**config.mk**
```make
export PLATFORM = sky130hd
export DESIGN_NAME = ebra_arbiter
export DESIGN_NICKNAME = d
export VERILOG_FILES = /design/src/ebra_pkg.sv /design/src/ebra_arbiter.sv
export SDC_FILE = /design/constraint.sdc
export NUM_CORES = 1
export LEC_CHECK = 0
export BUFFER_PORTS_ARGS = -buffer_cell sky130_fd_sc_hd__buf_2
export CAP_MARGIN = 30
export CORE_UTILIZATION = 50
export DETAILED_ROUTE_END_ITERATION = 6
export PLACE_DENSITY_LB_ADDON = 0.12
export SYNTH_ARGS = -nofsm -noshare
export SYNTH_HDL_FRONTEND = slang
export SYNTH_SLANG_ARGS = --single-unit
```
**constraint.sdc**
```tcl
create_clock -name clk_i -period 2.05 [get_ports clk_i]
set_input_delay 0.1025 -clock clk_i [delete_from_list [all_inputs] [get_ports clk_i]]
set_output_delay 0.1025 -clock clk_i [all_outputs]
set_load 0.005 [all_outputs]
```
**src/ebra_pkg.sv**
```systemverilog
// constants and types of the external bus release arbiter
package ebra_pkg;

  // bus clock and refresh interval
  localparam int unsigned CLK_NS     = 100;
  localparam int unsigned REF_INT_NS = 15600;
  localparam logic [7:0]  REF_CYC    = 8'(REF_INT_NS / CLK_NS);

  // strobes driven high this many cycles before address/data float
  localparam logic [1:0]  HIGH_CYC   = 2'h2;
  // index of the last of four longword beats in one cache line fill
  localparam logic [1:0]  FILL_LAST  = 2'h3;

  // arbiter states
  typedef enum logic [2:0] {
    S_OWN   = 3'h0,
    S_PRECH = 3'h1,
    S_HIGH  = 3'h2,
    S_FLOAT = 3'h3,
    S_GRANT = 3'h4,
    S_REL   = 3'h5,
    S_RECL  = 3'h6,
    S_UNGR  = 3'h7
  } ebra_state_t;

  // pin controls toward the bus pads; enables are low while driving
  typedef struct packed {
    logic bus_grant_n;
    logic ad_oe_n;
    logic ctrl_oe_n;
    logic ctrl_high;
    logic refresh_pending_out;
  } ebra_pins_t;

  // state of the arbiter except dma_go_reg
  typedef struct packed {
    ebra_state_t st;
    logic [1:0]  hi_cnt;
    logic [7:0]  refresh_timer_count;
    logic        ref_req;
    logic        ref_go;
    logic        prech_req;
    logic        wbuf_v;
    logic        wr_ack;
    logic        ext_wr_go;
    logic        lookup;
    logic        fill_act;
    logic [1:0]  fill_cnt;
    logic        fill_done;
    logic        cyc_ok;
    ebra_pins_t  pins;
  } ebra_regs_t;

endpackage

```
**src/ebra_arbiter.sv**
```systemverilog
// external bus release arbiter with refresh, write buffer and fill control
// Overview of operation
// RULE1: on request, finish cycle, release, then grant
// RULE2: request high returns bus; negate grant, resume
// RULE3: released bus floats except grant, cke, dack
// RULE4: precharge open sdram bank before release
// RULE5: float address/data, then grant, then strobes
// RULE6: strobes driven high two cycles before float
// RULE7: release request sampled once per clock
// RULE8: reclaim: strobes high, ungrant, drive, then start
// RULE9: master must return bus within refresh interval
// RULE10: refresh pending shown until bus regained
// RULE11: power-on reset negates and floats everything
// RULE12: sleep, standby, manual reset keep settings
// RULE13: manual reset ends cycle; fill stops at longword
// RULE14: manual reset freezes refresh timer count
// RULE15: manual reset: keep arbitrating, grant shows high
// RULE16: miss: one lookup cycle, four longword reads
// RULE17: one buffered write; ack at once if held
// RULE18: dma read waits only when both ends external; code also holds it in every state but S_OWN
// RULE19: write-through writes out; write-back defers
// RULE20: grant held low throughout release
`timescale 1ns/1ns
`default_nettype none
module ebra_arbiter
  import ebra_pkg::*;
(
  input  wire logic clk_i,
  input  wire logic rst_n_i,
  input  wire logic manual_reset_n_i,
  input  wire logic bus_release_request_n_i,
  input  wire logic cycle_active_i,
  input  wire logic burst_lock_i,
  input  wire logic sdram_bank_open_i,
  input  wire logic precharge_done_i,
  input  wire logic refresh_done_i,
  input  wire logic cpu_wr_req_i,
  input  wire logic int_bus_held_i,
  input  wire logic wr_hit_i,
  input  wire logic write_back_i,
  input  wire logic ext_wr_done_i,
  input  wire logic dma_rd_req_i,
  input  wire logic dma_both_ext_i,
  input  wire logic cache_miss_i,
  input  wire logic beat_done_i,
  output ebra_pins_t pins_o,
  output logic      precharge_req_o,
  output logic      refresh_go_o,
  output logic      cycle_start_ok_o,
  output logic      cpu_wr_ack_o,
  output logic      ext_wr_start_o,
  output logic      dma_rd_go_o,
  output logic      fill_rd_o,
  output logic [1:0] fill_beat_o,
  output logic      fill_done_o
);

  ebra_regs_t r_reg;
  ebra_regs_t r_next;
  logic       dma_go_reg;
  logic       dma_go_next;
  logic       mrst;
  logic       idle;
  logic       req;

  // manual reset level, idle bus, sampled release request
  assign mrst = !manual_reset_n_i;
  // RULE7: request sampled once
  assign req  = !bus_release_request_n_i;
  // RULE1: wait for cycle end
  assign idle = !cycle_active_i && !burst_lock_i && !r_reg.fill_act && !r_reg.lookup;

  // next state of the whole block
  always_comb begin
    r_next = r_reg;
    r_next.ref_go    = 1'b0;
    r_next.wr_ack    = 1'b0;
    r_next.ext_wr_go = 1'b0;
    r_next.fill_done = 1'b0;
    r_next.lookup    = 1'b0;
    r_next.prech_req = 1'b0;
    dma_go_next      = 1'b0;

    // arbitration sequence
    unique case (r_reg.st)
      S_OWN: begin
        r_next.hi_cnt = 2'h0;
        if (req && idle && !r_reg.ref_go) begin
          // RULE4: precharge before release
          if (sdram_bank_open_i) begin
            r_next.st = S_PRECH;
            r_next.prech_req = 1'b1;
          end else begin
            r_next.st = S_HIGH;
          end
        end
      end
      S_PRECH: begin
        r_next.prech_req = !precharge_done_i;
        if (precharge_done_i) begin
          r_next.st = S_HIGH;
        end
      end
      S_HIGH: begin
        // RULE6: two cycles high
        r_next.hi_cnt = r_reg.hi_cnt + 2'h1;
        if (!req) begin
          r_next.st = S_OWN;
        end else if (r_reg.hi_cnt == HIGH_CYC - 2'h1) begin
          r_next.st = S_FLOAT;
        end
      end
      // RULE5: address/data float first
      S_FLOAT: r_next.st = S_GRANT;
      // RULE5: grant, then strobes float
      S_GRANT: r_next.st = S_REL;
      S_REL: begin
        // RULE2: request high reclaims
        if (!req) begin
          r_next.st = S_RECL;
        end
      end
      // RULE8: ungrant after strobes high
      S_RECL: r_next.st = S_UNGR;
      S_UNGR: r_next.st = S_OWN;
    endcase

    // pin controls follow the next state
    // RULE3: float all but grant
    r_next.pins.ad_oe_n   = !(r_next.st inside {S_OWN, S_PRECH, S_HIGH});
    r_next.pins.ctrl_oe_n = r_next.st inside {S_REL};
    r_next.pins.ctrl_high = r_next.st inside {S_HIGH, S_FLOAT, S_GRANT, S_RECL, S_UNGR};
    // RULE20: grant low while released
    // RULE15: manual reset shows grant high
    r_next.pins.bus_grant_n = !((r_next.st inside {S_GRANT, S_REL, S_RECL}) && !mrst);
    // RULE8: start only once driven
    // RULE13: no new cycle in reset
    r_next.cyc_ok = (r_next.st == S_OWN) && !mrst;

    // RULE14: timer frozen in manual reset
    if (!mrst) begin
      if (r_reg.refresh_timer_count == REF_CYC - 8'h01) begin
        r_next.refresh_timer_count = 8'h00;
        r_next.ref_req = 1'b1;
      end else begin
        r_next.refresh_timer_count = r_reg.refresh_timer_count + 8'h01;
      end
    end
    if (refresh_done_i && !(r_next.ref_req && !r_reg.ref_req)) begin
      r_next.ref_req = 1'b0;
    end
    // refresh starts only on an owned idle bus
    if (r_reg.ref_req && !r_reg.ref_go && r_reg.st == S_OWN && idle && !refresh_done_i) begin
      r_next.ref_go = 1'b1;
    end
    // RULE10: pending until bus regained
    r_next.pins.refresh_pending_out = r_next.ref_req && (r_next.st != S_OWN);

    // RULE17: one buffered write
    if (cpu_wr_req_i && wr_hit_i && write_back_i && int_bus_held_i) begin
      // RULE19: write-back defers write
      r_next.wr_ack = 1'b1;
    end else if (cpu_wr_req_i && int_bus_held_i && (!r_reg.wbuf_v || ext_wr_done_i)) begin
      // RULE19: write-through goes out
      r_next.wr_ack    = 1'b1;
      r_next.ext_wr_go = 1'b1;
      r_next.wbuf_v    = 1'b1;
    end else if (ext_wr_done_i) begin
      r_next.wbuf_v = 1'b0;
    end

    // RULE18: dma read past buffer
    if (dma_rd_req_i && r_reg.st == S_OWN && !(dma_both_ext_i && r_reg.wbuf_v)) begin
      dma_go_next = 1'b1;
    end

    // RULE16: lookup, then four reads
    if (cache_miss_i && !r_reg.fill_act && !r_reg.lookup && !mrst) begin
      r_next.lookup = 1'b1;
    end
    if (r_reg.lookup) begin
      r_next.fill_act = 1'b1;
      r_next.fill_cnt = 2'h0;
    end
    if (r_reg.fill_act && beat_done_i) begin
      r_next.fill_cnt = r_reg.fill_cnt + 2'h1;
      // RULE13: stop at longword boundary
      if (r_reg.fill_cnt == FILL_LAST || mrst) begin
        r_next.fill_act  = 1'b0;
        r_next.fill_done = 1'b1;
      end
    end
  end

  // state register; RULE11 power-on reset clears state, negates and floats pins
  always_ff @(posedge clk_i or negedge rst_n_i) begin
    if (!rst_n_i) begin
      // RULE11: negate and float
      r_reg      <= '{st: S_OWN, hi_cnt: 2'h0, refresh_timer_count: 8'h00,
                      pins: '{bus_grant_n: 1'b1, ad_oe_n: 1'b1, ctrl_oe_n: 1'b1,
                              ctrl_high: 1'b1, refresh_pending_out: 1'b0},
                      default: 1'b0};
      dma_go_reg <= 1'b0;
    end else begin
      // RULE12: manual reset keeps settings
      r_reg      <= r_next;
      dma_go_reg <= dma_go_next;
    end
  end

  // outputs straight from the state flops
  assign pins_o           = r_reg.pins;
  assign precharge_req_o  = r_reg.prech_req;
  assign refresh_go_o     = r_reg.ref_go;
  assign cycle_start_ok_o = r_reg.cyc_ok;
  assign cpu_wr_ack_o     = r_reg.wr_ack;
  assign ext_wr_start_o   = r_reg.ext_wr_go;
  assign dma_rd_go_o      = dma_go_reg;
  assign fill_rd_o        = r_reg.fill_act;
  assign fill_beat_o      = r_reg.fill_cnt;
  assign fill_done_o      = r_reg.fill_done;
endmodule // ebra_arbiter
`default_nettype wire

```
==> summary.txt <==
Outcome
  – Status: complete, no violations

Layout
  – Area delta synth->final: 15.8%
  – Share of cells above drive strength 1: 27.5%
  – Max reg flops: 16
  – Fillers: 227
  – Final net count: 191
  – # diodes: 0

Power
  – Power, Total: 1.93 mW
  – Reg power frac: 52.2%
  – Clock power frac: 17.3%
  – P_sw: 0.706 mW
  – Sw Share: 36.6%
  – Combinational power share: 30.5%
  – Int Power: 1.22 mW
  – Lkg Pwr: 0.822 nW
  – Worst VDD drop: 758 uV
  – Power Density: 1160 nW/um^2

Placement
  – DP Worst Slack: 0.298 ns
  – Post-DP HPWL: 1.86 mm
  – GP Congestion: 0.874
  – Input/output buffers: 32

Routing
  – DRT Pass-1 Iters: 4
  – Drt via density: 5.28
  – Antenna viol nets, final: 0
  – 1st-iter DRT viols: 42
  – WL final: 2.54 mm
  – Via count: 1,067
  – DRC Markers: 0
  – WL/cell: 12.6 um

Setup path
  – Crit end category: flop
  – CP required: 2.27 ns
  – Arr. time, crit path: 1.97 ns
  – R2R setup slack: 0.30 ns
  – Reg2Reg Capture Point: r_reg[20]$_DFFE_PN0P_
  – Crit Path Class: reg -> reg
  – Worst r2r src: r_reg[22]$_DFFE_PN0P_
  – CP startpoint kind: flop
  – R2R depth: 4
  – CP max FO: 4

Yosys
  – Post-synth EDFFs: 0
  – Mux cell area share after synthesis: 0.697%
  – Mapped Area: 1440 sq um
  – Asr flop ratio synth: 100%
  – Synth Area in Compound Gates: 11.3%
  – Post-synthesis adder-cell area fraction: 2.62%
  – Synth Warn #: 0
  – Netlist cell types: 39
  – Synth Area in Simple Gates: 21.3%
  – Post-synthesis area per instance: 10.4 sq um
  – Syn_nets: 159
  – Largest family of logic cells by synthesized area: simple AND/OR/NAND/NOR gates
  – Mapped Cells: 138
  – Post-Synth XOR/XNOR Area: 2.44%
  – Register area share after synthesis: 54.4%
  – Yosys reg bits: 31
  – Dominant register cell in the synthesized netlist: dfrtp_1

GRT
  – Largest net degree at the start of global routing: 32
  – GRT Total Usage: 18.6%
  – Grt ovf: 0
  – First-pass GRT wire length: 4.48 mm
  – Vias in the first global route: 1,029
  – Antenna violations before repair: 0

Timing
  – Max Fclk: 570 MHz
  – Final Setup Violations: 0
  – Max Slew Vio Count: 0
  – Unrepaired setup endpoints after global routing: false
  – Fin crit period: 1.75 ns
  – Setup tns final: 0 ns
  – Worst Tran Pin Value: 0.655 ns
  – Slew HR: 56.3%
  – Clock Skew: 0.00648 ns
  – Final hold violations: 0
  – Final worst slack: 0.296 ns
  – Tcrit/Tclk final: 85.6%
  – Worst hold slack: 0.0338 ns

Die
  – Die width: 55.6 um
  – Row cnt: 19
  – Die area: 3090 sq um
  – Core ar.: 2730 sq um
  – Initial Utilization: 52.5%
  – I/O pins: 33
  – Die Y: 55.6 um

Min path
  – Hold_sp: beat_done_i
  – Worst Hold Endpoint: fill_beat_o[1]$_DFFE_PN0P_
  – Hold Path Depth: 3
  – Type of the tightest min-delay check: in -> reg

Clocking
  – H-Tree Depth: 2
  – CTS Buffer Depth: 2
  – Clock transition at the registers of the reported paths: 0.10 ns
  – Cells resized by post-CTS repair: 0
  – Clk_lat worst skew: 0.31 ns
  – Clock Sink Count: 31
  – Clock root cell: clkbuf_4
  – CTS Buf Count: 5
  – CTS tree: done

Flow run
  – Max Cap Viol: 0
logic make-up (layout without fill, tap and decap cells):
family,Yosys count,after routing
XOR/XNOR,4,4
flip-flops,31,31
AO/OA/AOI/OAI,25,25
multiplexers,1,1
buffers and inverters,20,53
AND/OR/NAND/NOR,54,54
adder cells (fa/ha/maj),3,3
stage by stage:
stage	instance area (sq um)	std cells	utilization, %
final	1660	202	60.8
after global routing	1660	202	60.8
after CTS	1660	202	60.8
after global placement	1560	190	57.2
after floorplan	1440	138	-
after detailed placement	1560	190	57.2
layout make-up:
| cell class | instances | area (sq um) | area share [%] |
|---|---|---|---|
| sequential | 31 | 781 | 47.0 |
| clock inverter | 3 | 20.0 | 1.20 |
| clock buffer | 5 | 37.5 | 2.26 |
| inverter | 9 | 33.8 | 2.03 |
| tap | 31 | 38.8 | 2.33 |
| timing repair buffer | 36 | 200 | 12.0 |
| multi-input combinational | 87 | 551 | 33.1 |
cell usage in the layout (no fill, tap or decap), drive strengths merged, types with 2 or more instances in the layout:
cell type and count:
a21oi 4, and2 2, and3 2, buf 32
clkbuf 5, clkinvlp 2, dfrtp 27, dfstp 4
dlygate4sd3 4, ha 3, inv 9, nand2 12
nand2b 2, nand3 3, nand3b 5, nand4 3
nor2 8, nor2b 4, nor3 3, nor3b 3
nor4 3, o21ai 11, xor2 3
layer usage:
layer  GRT usage (%)  routed length (um)
met5               0                   0
met4            7.50                  22
met3            4.42                 120
met2            28.6                1190
met1            25.5                1210
cells in the mapped netlist (all sizes together) (4+ instances only):
library cell | count | area share, %
nor2 | 8 | 2.1
nand2 | 12 | 3.1
dfstp | 4 | 7.3
nor2b | 4 | 1.7
a21oi | 4 | 1.4
dfrtp | 27 | 47
buf | 9 | 4.4
nand3b | 5 | 2.6
inv | 9 | 2.4
o21ai | 11 | 4.1
how the worst max path moves through the flow:
stage,start,to,slack [ns],cells after the start
floorplan,r_reg[22]$_DFFE_PN0P_,pins_o[0]$_DFF_PN0_,0.42,4
global placement,r_reg[22]$_DFFE_PN0P_,pins_o[0]$_DFF_PN0_,0.39,4
detailed placement,r_reg[22]$_DFFE_PN0P_,r_reg[20]$_DFFE_PN0P_,0.30,4
CTS,r_reg[22]$_DFFE_PN0P_,r_reg[20]$_DFFE_PN0P_,0.29,4
global route,r_reg[22]$_DFFE_PN0P_,r_reg[20]$_DFFE_PN0P_,0.13,4
finish,r_reg[22]$_DFFE_PN0P_,r_reg[20]$_DFFE_PN0P_,0.30,4
worst max-delay path: stages, from the launching register on:
cell and delay, ns:
dfrtp_1 0.44, or3b_4 0.43, nor4_1 0.39, o21ai_0 0.15
a22o_1 0.24
power groups by stage:
stage	clock network [mW]	logic, mW	registers (mW)
after detailed placement	0	0.581	1.02
after floorplan	0	0.515	0.937
after global routing	0.378	0.672	1.05
final	0.333	0.589	1.01
after CTS	0.350	0.590	1.00
after global placement	0	0.567	1.00
timing repair:
item | 4_1_cts | 5_1_grt
setup buffers | 0 | 0
hold buffers | 4 | 0
hold endpoints to repair | 30 | 0
(Power assumes the default switching activity.)
